### src/rtl/dac_ctrl_pkg.sv
package dac_ctrl_pkg;
   localparam int unsigned CLK_HZ = 20_000_000;
   localparam int unsigned CODE_W = 16;
   localparam int unsigned DATA_W = 16;
   localparam int unsigned ADDR_W = 4;
   localparam int unsigned PHASE_W = 24;

   localparam logic [3:0] ADDR_MODE = 4'h0;
   localparam logic [3:0] ADDR_GAIN = 4'h1;
   localparam logic [3:0] ADDR_SWITCH = 4'h2;
   localparam logic [3:0] ADDR_PULSE_LOW = 4'h3;
   localparam logic [3:0] ADDR_PULSE_HIGH = 4'h4;
   localparam logic [3:0] ADDR_DC_LEVEL = 4'h5;
   localparam logic [3:0] ADDR_SINE_FREQ = 4'h6;
   localparam logic [3:0] ADDR_SINE_AMP = 4'h7;
   localparam logic [3:0] ADDR_STATUS = 4'h8;

   localparam int unsigned STAT_READY_BIT = 0;
   localparam int unsigned STAT_UNSETTLED_BIT = 1;
   localparam int unsigned STAT_SYNC_BIT = 2;
   localparam int unsigned STAT_MODE_LSB = 4;

   typedef enum logic [1:0] {
      MODE_SINE = 2'b00,
      MODE_DC = 2'b01,
      MODE_PULSE = 2'b11,
      MODE_DATA = 2'b10
   } mode_t;

   typedef enum logic [1:0] {
      ST_POR = 2'b00,
      ST_PDOWN = 2'b01,
      ST_HOLD = 2'b11,
      ST_RUN = 2'b10
   } rst_state_t;

   localparam int unsigned POR_CYCLES_DEF = 65536;
   localparam logic [1:0] RESET_HOLD = 2'h2;
   localparam logic [3:0] SAMPLE_LAST = 4'hf;
   localparam logic [3:0] SYNC_FIRST_LOAD = 4'h7;
   localparam int unsigned UPDATE_DELAY = 4;
   localparam logic [8:0] SETTLE_CYCLES = 9'h190;
   localparam logic [4:0] DENSITY_MID = 5'h08;
   localparam logic [4:0] DENSITY_LOW = 5'h04;
   localparam logic [4:0] DENSITY_HIGH = 5'h0c;
   localparam logic signed [15:0] FS_STEP = 16'sh1fff;
   localparam logic [2:0] GAIN_MAX_SHIFT = 3'h6;
   localparam logic [15:0] HIST_MID = 16'h5555;

   localparam mode_t MODE_RST = MODE_SINE;
   localparam logic [2:0] GAIN_RST = 3'h0;
   localparam logic [2:0] SWITCH_RST = 3'h0;
   localparam logic [15:0] PULSE_RST = 16'h0000;
   localparam logic [15:0] DC_RST = 16'h0000;
   localparam logic [15:0] SINE_FREQ_RST = 16'h01a3;
   localparam logic [7:0] SINE_AMP_RST = 8'h01;
endpackage

### src/rtl/sync_edge.sv
`timescale 1ns/100ps
module sync_edge
   import dac_ctrl_pkg::*;
(
   input wire logic clk,
   input wire logic rst_n,
   input wire logic ce,
   input wire logic din,
   input wire logic init,
   output logic level,
   output logic rise
);
   logic meta_q, meta_d;
   logic sync_q, sync_d;
   logic prev_q, prev_d;

   always_comb begin
      meta_d = meta_q;
      sync_d = sync_q;
      prev_d = prev_q;
      if (ce) begin
         meta_d = din;
         sync_d = meta_q;
         prev_d = init ? meta_q : sync_q;
      end
   end

   always_ff @(posedge clk or negedge rst_n) begin
      if (!rst_n) begin
         meta_q <= 1'b0;
         sync_q <= 1'b0;
         prev_q <= 1'b0;
      end else begin
         meta_q <= meta_d;
         sync_q <= sync_d;
         prev_q <= prev_d;
      end
   end

   // Rise only from the second stage against its previous value; while init is high prev loads the first stage, so no rise
   assign level = sync_q;
   assign rise = sync_q & ~prev_q;
endmodule

### src/rtl/dac_ctrl.sv
// The placing of the registers and the address-and-strobe port were chosen for this implementation.
`timescale 1ns/100ps
module dac_ctrl
   import dac_ctrl_pkg::*;
#(
   parameter int unsigned POR_CYCLES = POR_CYCLES_DEF
) (
   input wire logic clk_sys,
   input wire logic rstn,
   input wire logic ce,
   input wire logic switch_or_bitstream_in,
   input wire logic sync_in,
   input wire logic reset_powerdown_pin,
   input wire logic [ADDR_W-1:0] addr,
   input wire logic [DATA_W-1:0] wr_data,
   input wire logic wr_en,
   input wire logic rd_en,
   output logic [DATA_W-1:0] rd_data,
   output logic signed [CODE_W-1:0] dac_code,
   output logic output_oe_n,
   output logic [2:0] switch_ctrl,
   output logic ready,
   output logic unsettled
);
   function automatic logic [4:0] ones_count(input logic [15:0] v);
      logic [4:0] n;
      n = 5'h00;
      for (int i = 0; i < 16; i++) begin
         n = n + {4'h0, v[i]};
      end
      return n;
   endfunction

   function automatic logic signed [15:0] apply_gain(input logic signed [15:0] c, input logic [2:0] g);
      logic [2:0] s;
      s = (g > GAIN_MAX_SHIFT) ? GAIN_MAX_SHIFT : g;
      return c >>> s;
   endfunction

   function automatic logic signed [15:0] density_code(input logic [15:0] h, input logic [2:0] g);
      logic [4:0] n;
      logic signed [5:0] d;
      logic signed [21:0] p;
      n = ones_count(h);
      if (n < DENSITY_LOW) begin
         n = DENSITY_LOW;
      end
      if (n > DENSITY_HIGH) begin
         n = DENSITY_HIGH;
      end
      d = $signed({1'b0, n}) - $signed({1'b0, DENSITY_MID});
      p = d * FS_STEP;
      return apply_gain(p[15:0], g);
   endfunction

   function automatic logic signed [15:0] sine_code(input logic [PHASE_W-1:0] ph, input logic [7:0] amp,
                                                    input logic [2:0] g);
      logic [14:0] p;
      logic [29:0] prod;
      logic [15:0] mag;
      logic [23:0] sc;
      logic signed [15:0] s;
      p = ph[PHASE_W-2 -: 15];
      prod = p * (15'h7fff - p);
      mag = {prod[28:14], 1'b0};
      sc = mag * amp;
      s = $signed({1'b0, sc[22:8]});
      if (ph[PHASE_W-1]) begin
         s = -s;
      end
      return apply_gain(s, g);
   endfunction

   // Reset release
   logic rst_m_q, rst_n_q;
   always_ff @(posedge clk_sys or negedge rstn) begin
      if (!rstn) begin
         rst_m_q <= 1'b0;
         rst_n_q <= 1'b0;
      end else begin
         rst_m_q <= 1'b1;
         rst_n_q <= rst_m_q;
      end
   end

   logic pin_level, sync_level, sync_rise;
   logic logic_rst;

   sync_edge u_pin_sync (
      .clk(clk_sys),
      .rst_n(rst_n_q),
      .ce(ce),
      .din(reset_powerdown_pin),
      .init(1'b0),
      .level(pin_level),
      .rise()
   );

   sync_edge u_sync_in (
      .clk(clk_sys),
      .rst_n(rst_n_q),
      .ce(ce),
      .din(sync_in),
      .init(logic_rst),
      .level(sync_level),
      .rise(sync_rise)
   );

   // Reset and power-down sequencing
   rst_state_t st_q, st_d;
   logic [16:0] por_q, por_d;
   logic [1:0] hold_q, hold_d;

   always_comb begin
      st_d = st_q;
      por_d = por_q;
      hold_d = hold_q;
      if (ce) begin
         unique case (st_q)
            ST_POR: begin
               if (por_q == 17'(POR_CYCLES - 1)) begin
                  st_d = ST_RUN;
               end else begin
                  por_d = por_q + 17'h00001;
               end
            end
            ST_PDOWN: begin
               if (pin_level) begin
                  st_d = ST_HOLD;
                  hold_d = 2'h0;
               end
            end
            ST_HOLD: begin
               if (hold_q == RESET_HOLD - 2'h1) begin
                  st_d = ST_RUN;
               end else begin
                  hold_d = hold_q + 2'h1;
               end
            end
            ST_RUN: begin
            end
         endcase
         if (!pin_level && st_q != ST_POR) begin
            st_d = ST_PDOWN;
         end
      end
   end

   always_ff @(posedge clk_sys or negedge rst_n_q) begin
      if (!rst_n_q) begin
         st_q <= ST_POR;
         por_q <= 17'h00000;
         hold_q <= 2'h0;
      end else begin
         st_q <= st_d;
         por_q <= por_d;
         hold_q <= hold_d;
      end
   end

   assign logic_rst = (st_q != ST_RUN);

   // Register file
   mode_t mode_q, mode_d;
   logic [2:0] gain_q, gain_d;
   logic [2:0] sw_sel_q, sw_sel_d;
   logic [15:0] pulse_lo_q, pulse_lo_d;
   logic [15:0] pulse_hi_q, pulse_hi_d;
   logic [15:0] dc_q, dc_d;
   logic [15:0] freq_q, freq_d;
   logic [7:0] amp_q, amp_d;
   logic [DATA_W-1:0] rdat_q, rdat_d;
   logic settling;
   logic [DATA_W-1:0] status_word;

   assign status_word = DATA_W'({mode_q, 1'b0, sync_level, settling, ~logic_rst}) ;

   always_comb begin
      mode_d = mode_q;
      gain_d = gain_q;
      sw_sel_d = sw_sel_q;
      pulse_lo_d = pulse_lo_q;
      pulse_hi_d = pulse_hi_q;
      dc_d = dc_q;
      freq_d = freq_q;
      amp_d = amp_q;
      rdat_d = rdat_q;
      if (ce) begin
         rdat_d = '0;
         if (rd_en) begin
            unique case (addr)
               ADDR_MODE: rdat_d = DATA_W'(mode_q);
               ADDR_GAIN: rdat_d = DATA_W'(gain_q);
               ADDR_SWITCH: rdat_d = DATA_W'(sw_sel_q);
               ADDR_PULSE_LOW: rdat_d = pulse_lo_q;
               ADDR_PULSE_HIGH: rdat_d = pulse_hi_q;
               ADDR_DC_LEVEL: rdat_d = dc_q;
               ADDR_SINE_FREQ: rdat_d = freq_q;
               ADDR_SINE_AMP: rdat_d = DATA_W'(amp_q);
               ADDR_STATUS: rdat_d = status_word;
               default: rdat_d = '0;
            endcase
         end
         if (logic_rst) begin
            mode_d = MODE_RST;
            gain_d = GAIN_RST;
            sw_sel_d = SWITCH_RST;
            pulse_lo_d = PULSE_RST;
            pulse_hi_d = PULSE_RST;
            dc_d = DC_RST;
            freq_d = SINE_FREQ_RST;
            amp_d = SINE_AMP_RST;
         end else if (wr_en) begin
            unique case (addr)
               ADDR_MODE: mode_d = mode_t'(wr_data[1:0]);
               ADDR_GAIN: gain_d = wr_data[2:0];
               ADDR_SWITCH: sw_sel_d = wr_data[2:0];
               ADDR_PULSE_LOW: pulse_lo_d = wr_data;
               ADDR_PULSE_HIGH: pulse_hi_d = wr_data;
               ADDR_DC_LEVEL: dc_d = wr_data;
               ADDR_SINE_FREQ: freq_d = wr_data;
               ADDR_SINE_AMP: amp_d = wr_data[7:0];
               default: begin
               end
            endcase
         end
      end
   end

   always_ff @(posedge clk_sys or negedge rst_n_q) begin
      if (!rst_n_q) begin
         mode_q <= MODE_RST;
         gain_q <= GAIN_RST;
         sw_sel_q <= SWITCH_RST;
         pulse_lo_q <= PULSE_RST;
         pulse_hi_q <= PULSE_RST;
         dc_q <= DC_RST;
         freq_q <= SINE_FREQ_RST;
         amp_q <= SINE_AMP_RST;
         rdat_q <= '0;
      end else begin
         mode_q <= mode_d;
         gain_q <= gain_d;
         sw_sel_q <= sw_sel_d;
         pulse_lo_q <= pulse_lo_d;
         pulse_hi_q <= pulse_hi_d;
         dc_q <= dc_d;
         freq_q <= freq_d;
         amp_q <= amp_d;
         rdat_q <= rdat_d;
      end
   end

   // Signal path
   logic [3:0] tick_q, tick_d;
   logic [15:0] hist_q, hist_d;
   logic [UPDATE_DELAY-1:0] pipe_q, pipe_d;
   logic signed [15:0] pend_q, pend_d;
   logic [8:0] settle_q, settle_d;
   logic [PHASE_W-1:0] phase_q, phase_d;
   logic signed [15:0] code_q, code_d;
   logic oe_n_q, oe_n_d;
   logic [2:0] sw_q, sw_d;
   logic sample;

   assign sample = (tick_q == 4'h0);
   assign settling = (settle_q != 9'h000);

   always_comb begin
      tick_d = tick_q;
      hist_d = hist_q;
      pipe_d = pipe_q;
      pend_d = pend_q;
      settle_d = settle_q;
      phase_d = phase_q;
      code_d = code_q;
      oe_n_d = oe_n_q;
      sw_d = sw_q;
      if (ce) begin
         tick_d = sample ? SAMPLE_LAST : tick_q - 4'h1;
         pipe_d = {pipe_q[UPDATE_DELAY-2:0], 1'b0};
         if (settling) begin
            settle_d = settle_q - 9'h001;
         end
         if (sample && mode_q == MODE_SINE) begin
            phase_d = phase_q + PHASE_W'(freq_q);
         end
         unique case (mode_q)
            MODE_DATA: begin
               if (sample) begin
                  hist_d = {hist_q[14:0], switch_or_bitstream_in};
                  pend_d = density_code(hist_d, gain_q);
                  pipe_d[0] = 1'b1;
               end
               if (pipe_q[UPDATE_DELAY-1]) begin
                  code_d = pend_q;
               end
               if (sync_rise) begin
                  tick_d = SYNC_FIRST_LOAD;
                  hist_d = HIST_MID;
                  pipe_d = '0;
                  code_d = 16'sh0000;
                  settle_d = SETTLE_CYCLES;
               end
               sw_d = sw_sel_q;
            end
            MODE_SINE: begin
               if (sync_rise) begin
                  phase_d = '0;
                  code_d = 16'sh0000;
               end else begin
                  code_d = sine_code(phase_q, amp_q, gain_q);
               end
               sw_d = switch_or_bitstream_in ? sw_sel_q : 3'h0;
            end
            MODE_DC: begin
               code_d = apply_gain($signed(dc_q), gain_q);
               sw_d = switch_or_bitstream_in ? sw_sel_q : 3'h0;
            end
            MODE_PULSE: begin
               code_d = sync_level ? $signed(pulse_hi_q) : $signed(pulse_lo_q);
               sw_d = switch_or_bitstream_in ? sw_sel_q : 3'h0;
            end
         endcase
         oe_n_d = 1'b0;
         if (st_q == ST_PDOWN || (!pin_level && st_q != ST_POR)) begin
            oe_n_d = 1'b1;
            sw_d = 3'h0;
         end
         if (logic_rst) begin
            tick_d = SAMPLE_LAST;
            hist_d = HIST_MID;
            pipe_d = '0;
            pend_d = 16'sh0000;
            settle_d = 9'h000;
            phase_d = '0;
            code_d = 16'sh0000;
            if (st_q != ST_PDOWN && pin_level) begin
               sw_d = SWITCH_RST;
            end
         end
      end
   end

   always_ff @(posedge clk_sys or negedge rst_n_q) begin
      if (!rst_n_q) begin
         tick_q <= SAMPLE_LAST;
         hist_q <= HIST_MID;
         pipe_q <= '0;
         pend_q <= 16'sh0000;
         settle_q <= 9'h000;
         phase_q <= '0;
         code_q <= 16'sh0000;
         oe_n_q <= 1'b0;
         sw_q <= SWITCH_RST;
      end else begin
         tick_q <= tick_d;
         hist_q <= hist_d;
         pipe_q <= pipe_d;
         pend_q <= pend_d;
         settle_q <= settle_d;
         phase_q <= phase_d;
         code_q <= code_d;
         oe_n_q <= oe_n_d;
         sw_q <= sw_d;
      end
   end

   // Status outputs registered
   logic ready_q, ready_d;
   logic unset_q, unset_d;

   always_comb begin
      ready_d = ready_q;
      unset_d = unset_q;
      if (ce) begin
         ready_d = (st_d == ST_RUN);
         unset_d = (settle_d != 9'h000);
      end
   end

   always_ff @(posedge clk_sys or negedge rst_n_q) begin
      if (!rst_n_q) begin
         ready_q <= 1'b0;
         unset_q <= 1'b0;
      end else begin
         ready_q <= ready_d;
         unset_q <= unset_d;
      end
   end

   assign rd_data = rdat_q;
   assign dac_code = code_q;
   assign output_oe_n = oe_n_q;
   assign switch_ctrl = sw_q;
   assign ready = ready_q;
   assign unsettled = unset_q;
endmodule

### config.mk
export PLATFORM = sky130hd
export DESIGN_NAME = dac_ctrl
export DESIGN_NICKNAME = d
export VERILOG_FILES = /design/src/rtl/dac_ctrl_pkg.sv /design/src/rtl/sync_edge.sv /design/src/rtl/dac_ctrl.sv
export SDC_FILE = /design/constraint.sdc
export NUM_CORES = 1
export LEC_CHECK = 0
export BUFFER_PORTS_ARGS = -buffer_cell sky130_fd_sc_hd__buf_4
export CELL_PAD_IN_SITES_DETAIL_PLACEMENT = 0
export CELL_PAD_IN_SITES_GLOBAL_PLACEMENT = 1
export CORE_ASPECT_RATIO = 1.25
export CORE_MARGIN = 2
export CORE_UTILIZATION = 45
export CTS_BUF_LIST = sky130_fd_sc_hd__clkbuf_16
export DETAILED_ROUTE_END_ITERATION = 8
export GPL_TIMING_DRIVEN = 0
export PLACE_DENSITY = 0.87
export REMOVE_ABC_BUFFERS = 1
export SETUP_SLACK_MARGIN = 0.15
export SYNTH_ARGS = -nofsm -noshare
export SYNTH_HDL_FRONTEND = slang
export SYNTH_SLANG_ARGS = --single-unit
### constraint.sdc
create_clock -name clk_sys -period 12.9 [get_ports clk_sys]
set_input_delay 1.29 -clock clk_sys [delete_from_list [all_inputs] [get_ports clk_sys]]
set_output_delay 1.29 -clock clk_sys [all_outputs]
set_load 0.01 [all_outputs]
## Yosys cells after proc, flatten, opt, wreduce, memory -nomap -nowiden

Index checks and enable logic that the tools add are counted.

- Eq/ne operators: 21
- Shifts and indexed selects: 3
- Multiplexer cells: 85
- Magnitude comparators: 3
- Bitwise logic cells: 4
- Reductions and logical operators: 39
- Add/sub/neg operators: 23
- $mul: 3

Operators with widths:

| cell | count |
|---|---|
| two-way mux 16 bit | 25 |
| case mux 16 bit (9 select lines) | 1 |
| two-way mux 24 bit | 4 |
| case mux 16 bit (4 select lines) | 1 |
| two-way mux 15 bit | 4 |
| adder 5 x 1 -> 5 bit | 11 |
| >>> shifter 16 x 3 -> 16 bit | 3 |
| two-way mux 9 bit | 5 |
| two-way mux 5 bit | 8 |
| two-way mux 3 bit | 11 |
| AND reduction 3 bit | 11 |
| multiplier 16 x 16 -> 29 bit | 1 |
| two-way mux 4 bit | 7 |
| nonzero test 2 bit | 13 |
| adder 24 x 16 -> 24 bit | 1 |
| two-way mux 8 bit | 3 |
| multiplier 15 x 8 -> 22 bit | 1 |
| two-way mux 2 bit | 10 |
| nonzero test 9 bit | 2 |
| adder 17 x 1 -> 17 bit, second input constant | 1 |
| == test 17 x 16 -> 1 bit, second input constant | 1 |
| == test 4 x 3 -> 1 bit, second input constant | 4 |
| multiplier 6 x 14 -> 16 bit, second input constant | 1 |
| negation 15 -> 16 bit | 1 |
| other kinds (35) | 51 |

- Input bits: 28
- Word-level logic and storage cells: 211
- Flip-flop bits (word level): 218

## Depth between registers and ports, before layout

Gate-level depths: netlist of run 1.

- Depth after elaboration: 31
- Mapped depth: 51

## Modules after synthesis

Synthesis of run 1 repeated with hierarchy kept, for this count alone.

- Cells, all modules: 2847
- Area total of the unflattened synthesis: 24367.1 um^2

Modules (own cells, without submodules):

| module | cells each | sequential area each (um^2) | area an instance (um^2) | instances |
|---|---|---|---|---|
| dac_ctrl | 2829 | 5352.6 | 24121.9 | 1 |
| sync_edge | 9 | 75.1 | 122.6 | 2 |

## Worst setup path after synthesis of run 1

Ideal clock, no wire load.

- Path type: flip-flop to flip-flop
- From: register phase_q[11]
- To: register code_q[4], in the netlist dac_code[4]
- Buffers on the path: 6
- Period minus slack after synthesis: 11.987 ns
- Arrival time: 11.861 ns
- Cell stages (with the launch flop): 49
- Setup slack: 0.913 ns
- Cells stage by stage: dfrtp_1 -> clkbuf_1 -> clkinv_1 -> clkbuf_1 -> nand2_1 -> fa_1 -> fa_1 -> fa_1 -> inv_1 -> fa_1 -> fa_1 -> inv_1 -> fa_1 -> inv_1 -> ha_1 -> and4_1 -> o21ai_1 -> o211ai_1 -> (+13 left out) -> inv_1 -> ha_1 -> buf_2 -> and2_1 -> nor2b_1 -> clkbuf_1 -> o21ba_2 -> a21oi_1 -> o22ai_1 -> a221o_1 -> buf_2 -> or4_1 -> buf_2 -> o31a_1 -> xor2_1 -> o21ai_0 -> mux4_2 -> a221o_1

- Cells in the longest elaborated chain, start to end: 12

Ends and longest elaborated chain:

| item | line | RTL |
|---|---|---|
| start, declared | dac_ctrl.sv:260 | `logic [PHASE_W-1:0] phase_q, phase_d;` |
| start signal, assigned | dac_ctrl.sv:362 | `phase_q <= phase_d;` |
| subtractor 15 x 15 -> 16 bit | dac_ctrl.sv:64 | `prod = p * (15'h7fff - p);` |
| multiplier 16 x 16 -> 29 bit (*) | dac_ctrl.sv:64 |  |
| multiplier 15 x 8 -> 22 bit (*) | dac_ctrl.sv:66 | `sc = mag * amp;` |
| negation 15 -> 16 bit | dac_ctrl.sv:69 | `s = -s;` |
| two-way mux 16 bit (*) | dac_ctrl.sv:68 | `if (ph[PHASE_W-1]) begin` |
| two-way mux 16 bit (*) | dac_ctrl.sv:308 | `if (sync_rise) begin` |
| two-way mux 16 bit (*) | dac_ctrl.sv:288 | `unique case (mode_q)` |
| two-way mux 16 bit (*) | dac_ctrl.sv:279 | `if (ce) begin` |
| >>> shifter 16 x 3 -> 16 bit (*) | dac_ctrl.sv:37 | `return c >>> s;` |
| two-way mux 16 bit (*) | dac_ctrl.sv:308 |  |
| case mux 16 bit (4 select lines) (*) | dac_ctrl.sv:288 |  |
| two-way mux 16 bit (*) | dac_ctrl.sv:330 | `if (logic_rst) begin` |
| end signal, assigned | dac_ctrl.sv:363 | `code_q <= code_d;` |
| end, declared | dac_ctrl.sv:261 | `logic signed [15:0] code_q, code_d;` |

Every way passes the cells marked *; elsewhere a longest branch is shown, timed or not. The select of a mux whose other input is x is not followed.
A chain may end at the register's enable or synchronous reset.

## Worst setup path after layout of run 1

- From: register phase_q[9]
- To: register code_q[4], in the netlist dac_code[4]

The elaborated chain is that of the path after synthesis.

==> results of run 1 <==
-- per-stage QoR --
step                std cells  setup TNS (ns)
finish                   3623               0
global route             3620               0
detailed placement       3526          -14.63
floorplan                2720               0
CTS                      3596               0
global placement         3512          -14.66
-- critical path: cells and delay by family (launching register included) --
kind	cells	cell delay, ns
AOI/OAI and AO/OA	9	2.16
xor gates and xnor gates	2	0.57
buffers and inverters	6	0.53
muxes	1	0.48
adders and majority gates	12	5.73
DFF	1	0.59
and+or+nand+nor	9	2.13
-- report_power, final --
| part | internal [mW] | leakage (nW) | switching [mW] |
|---|---|---|---|
| Combinational | 0.324 | 10.2 | 0.491 |
| Sequential | 0.791 | 2.88 | 0.159 |
| Clock | 0.357 | 0.385 | 0.283 |
-- how the worst min path moves through the flow --
stage / start / endpoint / depth (start not counted)
2_1_floorplan: rst_m_q$_DFF_PN0_ / rst_n_q$_DFF_PN0_ / 0
3_3_place_gp: rst_m_q$_DFF_PN0_ / rst_n_q$_DFF_PN0_ / 0
3_5_place_dp: rst_n_q$_DFF_PN0_ / por_q[2]$_DFFE_PN0P_ / 0
4_1_cts: rst_n_q$_DFF_PN0_ / por_q[8]$_DFFE_PN0P_ / 0
5_1_grt: rst_n_q$_DFF_PN0_ / por_q[2]$_DFFE_PN0P_ / 0
6_report: rst_n_q$_DFF_PN0_ / por_q[8]$_DFFE_PN0P_ / 0
-- layer usage --
layer | vias to the layer above | GRT usage (%)
li1 | 9556 | -
met1 | 10300 | 30.3
met2 | 644 | 43.0
met3 | 185 | 3.00
met4 | 8 | 10.0
met5 | - | 0
-- layout make-up --
type	count	area, um^2
antenna	3	7.51
multi-input combinational	2117	17400
fill	5019	26500
clock buffer	24	601
sequential	218	5520
clock inverter	19	119
tap	727	910
inverter	385	1500
timing repair buffer	130	1140
-- cells in the final DEF, fill, tap and decap left out, types with 22 or more instances in the layout --
cell       count
a21o_1        25
a21oi_1      118
a22o_1        31
a31oi_1       22
and2_1        94
and3_1        29
buf_4        115
clkbuf_16     24
dfrtp_1      185
fa_1         243
ha_1         204
inv_1        375
mux2i_1       38
nand2_1      394
nand3_1       30
nor2_1       235
nor3_1        30
o211ai_1      25
o21ai_0      162
xnor2_1       60
-- what timing repair did --
item                       4_1_cts  5_1_grt
pin swaps                        2       10
resized for setup               52       65
buffers inserted                27       24
setup endpoints to repair       16       16
hold endpoints to repair         0        0
-- registers in the layout (all words and copies together) (netlist names), 4 cells and up --
| signal | count |
|---|---|
| phase_q | 24 |
| settle_q | 9 |
| pipe_q | 4 |
| dc_q | 16 |
| dac_code | 16 |
| hist_q | 15 |
| rd_data | 16 |
| pend_q | 16 |
| pulse_hi_q | 16 |
| por_q | 17 |
| freq_q | 16 |
| amp_q | 8 |
| pulse_lo_q | 16 |
| tick_q | 4 |
-- kinds of logic after synthesis --
kind of cell	count (synthesis)	synth area share, %
AOI/OAI and AO/OA	599	16.0
muxes	57	2.70
and+or+nand+nor	914	16.8
DFF	218	22.4
buffers and inverters	528	8.16
xor gates and xnor gates	89	3.21
other	2	0.0307
adders and majority gates	456	30.7
==> run_results.csv, run 1 <==
group,metric,value,unit
clock_network,path_clk_slew,0.06,ns
synthesis,ys_seq_area_share,22.4,%
synthesis,yosysWarnings,0,
synthesis,ys_seq_elements,218,
clock_network,cts_tree,"yes",
worst_setup_path,crit_required,13.30,ns
global_routing,grt_pass1_vias,21300,
worst_setup_path,endpoint,"dac_code[4]$_DFFE_PN0P_",
run_status,outcome,"finished, final reports clean",
timing,setup_viol,0,
synthesis,yosys-top-cells-count,"395 x nand2_1, 374 x inv_1, 243 x fa_1",
synthesis,synth_area_leaders,"dfrtp_1 20%, fa_1 20%, ha_1 11%",
timing,final.setup.worst_slack,0.560,ns
worst_setup_path,reg2reg_depth,39,
floorplanning,start_util,45.6,%
floorplanning,io-pin-count,66,
pwr,powerDensity,88.4,mW/mm^2
routing,wl_per_cell,18.8,um
clock_network,cts.sinks,218,
timing,rsz0062_at_grt,"false",
clock_network,htreeDepth,1,
finish,drive_gt1_share,10.9,%
synthesis,synth.distinct_cells,84,
worst_setup_path,crit_fanout,18,
finish,post-route-util,50.6,%
global_routing,grt_start_max_net_pins,76,
finish,area_growth,11.1,%
worst_setup_path,reg2reg_to,"dac_code[4]$_DFFE_PN0P_",
worst_setup_path,crit_slowest_cell,"or4_4",
worst_setup_path,worst_path_most_repeated_cell,"fa_1",
timing,hold_violations,0,
global_routing,grt_pass1_wl,111000,um
timing,worst_slew_margin_rel,4.12,%
synthesis,synth_area_leader_cell,"dfrtp_1",
routing,met3WireLength,3700,um
synthesis,syn_avg_cell_area,8.55,um^2
routing,post-route-drc-count,0,
worst_setup_path,max_stage_delay,0.62,ns
timing,period_minus_slack,12.34,ns
clock_network,cts-root-buf,"clkbuf_16",
synthesis,async_reset_ff_share,100,%
routing,wl_met1,27200,um
global_routing,antenna_found_initial,5,
finish,design_area,0.0272,mm^2
synthesis,syn-cell-area,0.0245,mm^2
floorplanning,die-area,0.0563,mm^2
global_routing,grt_use_total,24.5,%
routing,postRouteAntennaNets,0,
place,port_buffers,65,
synthesis,synth_most_common_cell,"nand2_1",
routing,dr.max_layer_used,"met5",
place,gp_congestion,0.917,
floorplanning,die_y,265,um
place,dpl.hpwl,50900,um
timing,slew_viol_final,0,
clock_network,numCtsBuffers,24,
place,place_area,0.0257,mm^2
timing,whs,0.160,ns
worst_setup_path,r2r_slack,0.56,ns
timing,fmax,0.0810,GHz
routing,viasPerCell,5.70,
floorplanning,num_rows,95,
floorplanning,coreArea,0.0537,mm^2
clock_network,cts_buffer_depth,3,
routing,first_iter_violations,1411,
worst_setup_path,critPathArrivalTime,12.74,ns
synthesis,synth_ff_type,"dfrtp_1",
routing,drt-total-wl,68100,um
worst_setup_path,path_class,"flop to flop",
synthesis,synth_top_cell_area_share,20.4,%
worst_setup_path,crit_start,"phase_q[9]$_DFFE_PN0P_",
routing,dr.pass1.iters,6,
timing,finalCritPeriodShare,95.7,%
timing,clock_skew,0.0168,ns
run,maxCapViolCount,0,
synthesis,postSynthCellCount,2863,
clock_network,holdBufCountCts,0,
routing,via_count,20700,
routing,wl_met2,33800,um
synthesis,synth_edf_count,0,
pwr,power,2.40,mW
worst_setup_path,cp-start-kind,"flop",
pwr,irDropWorstVdd,0.181,mV
worst_setup_path,endpoint_kind,"flop",
worst_hold_path,min-delay-path-class,"flop to asynchronous set/reset pin",
worst_setup_path,timing.rr.start,"phase_q[9]$_DFFE_PN0P_",
timing,tightest_slew,1.44,ns
floorplanning,die_x,213,um
finish,nets,3360,
place,pre_cts_ws,-1.21,ns
clock_network,clk_latency,0.54,ns
global_routing,grt_overflow,0,
pwr,cellLeakagePower,13.5,nW
No activity file was read; power rests on OpenSTA's default activity.
==> inputs of run 2 (changes only) <==
Settings changed: PLACE_DENSITY 0.87 to 0.9.
Clock period 12.9 ns to 10.2 ns, I/O delays scaled along.
==> run 2 against run 1 <==
Effect of this change:
- the run now ends with negative setup slack left
- fmax grew 6.3%
- cell count grew 2.9%
- clock skew grew 0.015 ns
- critical path depth grew 5
- wire length grew 6.9%
- combinational power grew 28%
- die area is the same
- sequential share of layout area shrank 1.3 points
==> run_results.csv, run 2 (synthesis gave the netlist of run 1 again) <==
group,metric,value,unit
run_status,outcome,"finished, violations left",
run_status,failed_checks,"negative setup slack",
floorplanning,die_y,265,um
finish,top_regs,"phase_q: 24 flops, por_q: 17 flops",
routing,post-route-drc-count,0,
floorplanning,coreArea,0.0537,mm^2
timing,final.setup.worst_slack,-1.40,ns
routing,wl_per_cell,19.5,um
worst_setup_path,cp-start-kind,"flop",
timing,worst_slew_margin_rel,7.73,%
finish,area_growth,18.6,%
clock_network,path_clk_slew,0.06,ns
timing,clock_skew,0.0319,ns
timing,period_minus_slack,11.60,ns
global_routing,grt_overflow,0,
pwr,irDropWorstVdd,0.168,mV
place,place_area,0.0256,mm^2
timing,slew_viol_final,0,
floorplanning,io-pin-count,66,
routing,first_iter_violations,1449,
floorplanning,die-area,0.0563,mm^2
timing,hold_violations,0,
finish,nets,3464,
clock_network,clk_latency,0.54,ns
floorplanning,num_rows,95,
place,dpl.hpwl,51100,um
routing,dr.pass1.iters,6,
clock_network,htreeDepth,1,
timing,finalCritPeriodShare,114,%
worst_setup_path,worst_path_most_repeated_cell,"fa_1",
clock_network,numCtsBuffers,24,
timing,tightest_slew,1.36,ns
clock_network,holdBufCountCts,0,
timing,fmax,0.0862,GHz
clock_network,cts_buffer_depth,3,
worst_setup_path,path_class,"flop to flop",
finish,largest_register_ffs,24,
global_routing,grt_use_total,26.0,%
floorplanning,start_util,45.6,%
global_routing,grt_pass1_wl,117000,um
timing,setup_viol,16,
pwr,powerDensity,105,mW/mm^2
worst_setup_path,crit_slowest_cell,"fa_1",
finish,design_area,0.0291,mm^2
global_routing,antenna_found_initial,7,
finish,drive_gt1_share,17.9,%
routing,drt-total-wl,72800,um
worst_hold_path,min-delay-path-class,"flop to asynchronous set/reset pin",
timing,rsz0062_at_grt,"true",
routing,postRouteAntennaNets,0,
worst_setup_path,crit_fanout,7,
worst_setup_path,critPathArrivalTime,12.00,ns
worst_setup_path,endpoint_kind,"flop",
clock_network,cts_tree,"yes",
clock_network,cts.sinks,218,
floorplanning,die_x,213,um
finish,final_common_cell,"nand2_1",
finish,largest-register,"phase_q",
routing,viasPerCell,5.72,
place,gp_congestion,0.957,
timing,finalSetupTns,-20.85,ns
clock_network,cts-root-buf,"clkbuf_16",
pwr,cellLeakagePower,14.2,nW
routing,via_count,21300,
place,port_buffers,65,
global_routing,grt_pass1_vias,22300,
global_routing,grt_start_max_net_pins,76,
worst_setup_path,max_stage_delay,0.54,ns
worst_setup_path,crit_required,10.60,ns
finish,final_cell_mix,"389 x nand2_1, 361 x inv_1, 232 x fa_1",
run,maxCapViolCount,0,
-- run 2: cell type report --
type	count	area [um^2]
antenna	4	10.0
tap	727	910
timing repair buffer	233	2040
timing repair inverter	1	8.76
clock buffer	24	601
fill	4806	24700
multi-input combinational	2117	18300
inverter	385	1530
sequential	218	5530
clock inverter	20	131
-- run 2: worst paths after layout --
kind | slack [ns] | end | depth (start not counted) | startpoint
worst max-delay path | -1.40 | dac_code[4]$_DFFE_PN0P_ | 44 | phase_q[13]$_DFFE_PN0P_
worst min register to register | 0.18 | por_q[1]$_DFFE_PN0P_ | 0 | rst_n_q$_DFF_PN0_
max in group asynchronous | 9.01 | hist_q[12]$_DFFE_PN1P_ | 2 | rst_n_q$_DFF_PN0_
worst min-delay path | 0.18 | por_q[1]$_DFFE_PN0P_ | 0 | rst_n_q$_DFF_PN0_
worst max register to register | -1.40 | dac_code[4]$_DFFE_PN0P_ | 44 | phase_q[13]$_DFFE_PN0P_
min in group clk_sys | 0.36 | rst_n_q$_DFF_PN0_ | 0 | rst_m_q$_DFF_PN0_
-- run 2: worst max-delay path, delay by kind of cell, from the launching register on --
| kind | cells | cell delay, ns |
|---|---|---|
| fa+ha+maj | 12 | 5.68 |
| simple gates | 13 | 2.03 |
| compound gates | 7 | 1.55 |
| buf+inv | 9 | 0.71 |
| flops | 1 | 0.52 |
| mux | 1 | 0.49 |
| xor+xnor | 2 | 0.46 |
-- run 2: metrics by stage --
step                util [%]  total power, mW  hold WS [ns]  worst slack [ns]  cells
detailed placement      47.7             2.23         0.182             -4.11   3525
floorplan                  -             1.87         0.331             -1.82   2720
global route            54.1             3.25         0.198             -1.73   3726
finish                  54.1             3.05         0.178             -1.40   3729
global placement        47.2             2.16         0.339             -4.10   3512
CTS                     52.9             3.06         0.183             -1.34   3696
-- run 2: power by group --
group	internal [mW]	switching (mW)	leakage, nW
Sequential	1.00	0.199	2.88
Clock	0.454	0.360	0.377
Combinational	0.412	0.624	10.9
-- run 2: repair_timing --
item                                    CTS  global route
gates resized for setup                 236            81
setup buffers                           126            29
endpoints found under the setup margin   16            16
pin swaps                               125            98
cloned                                    1             0
-- run 2: metal layers --
metal / GRT usage, % / routed length, um
met2: 44.8 / 36100
met4: 15.2 / 4590
met3: 4.08 / 4440
met1: 30.5 / 27600
met5: 0.0884 / 24
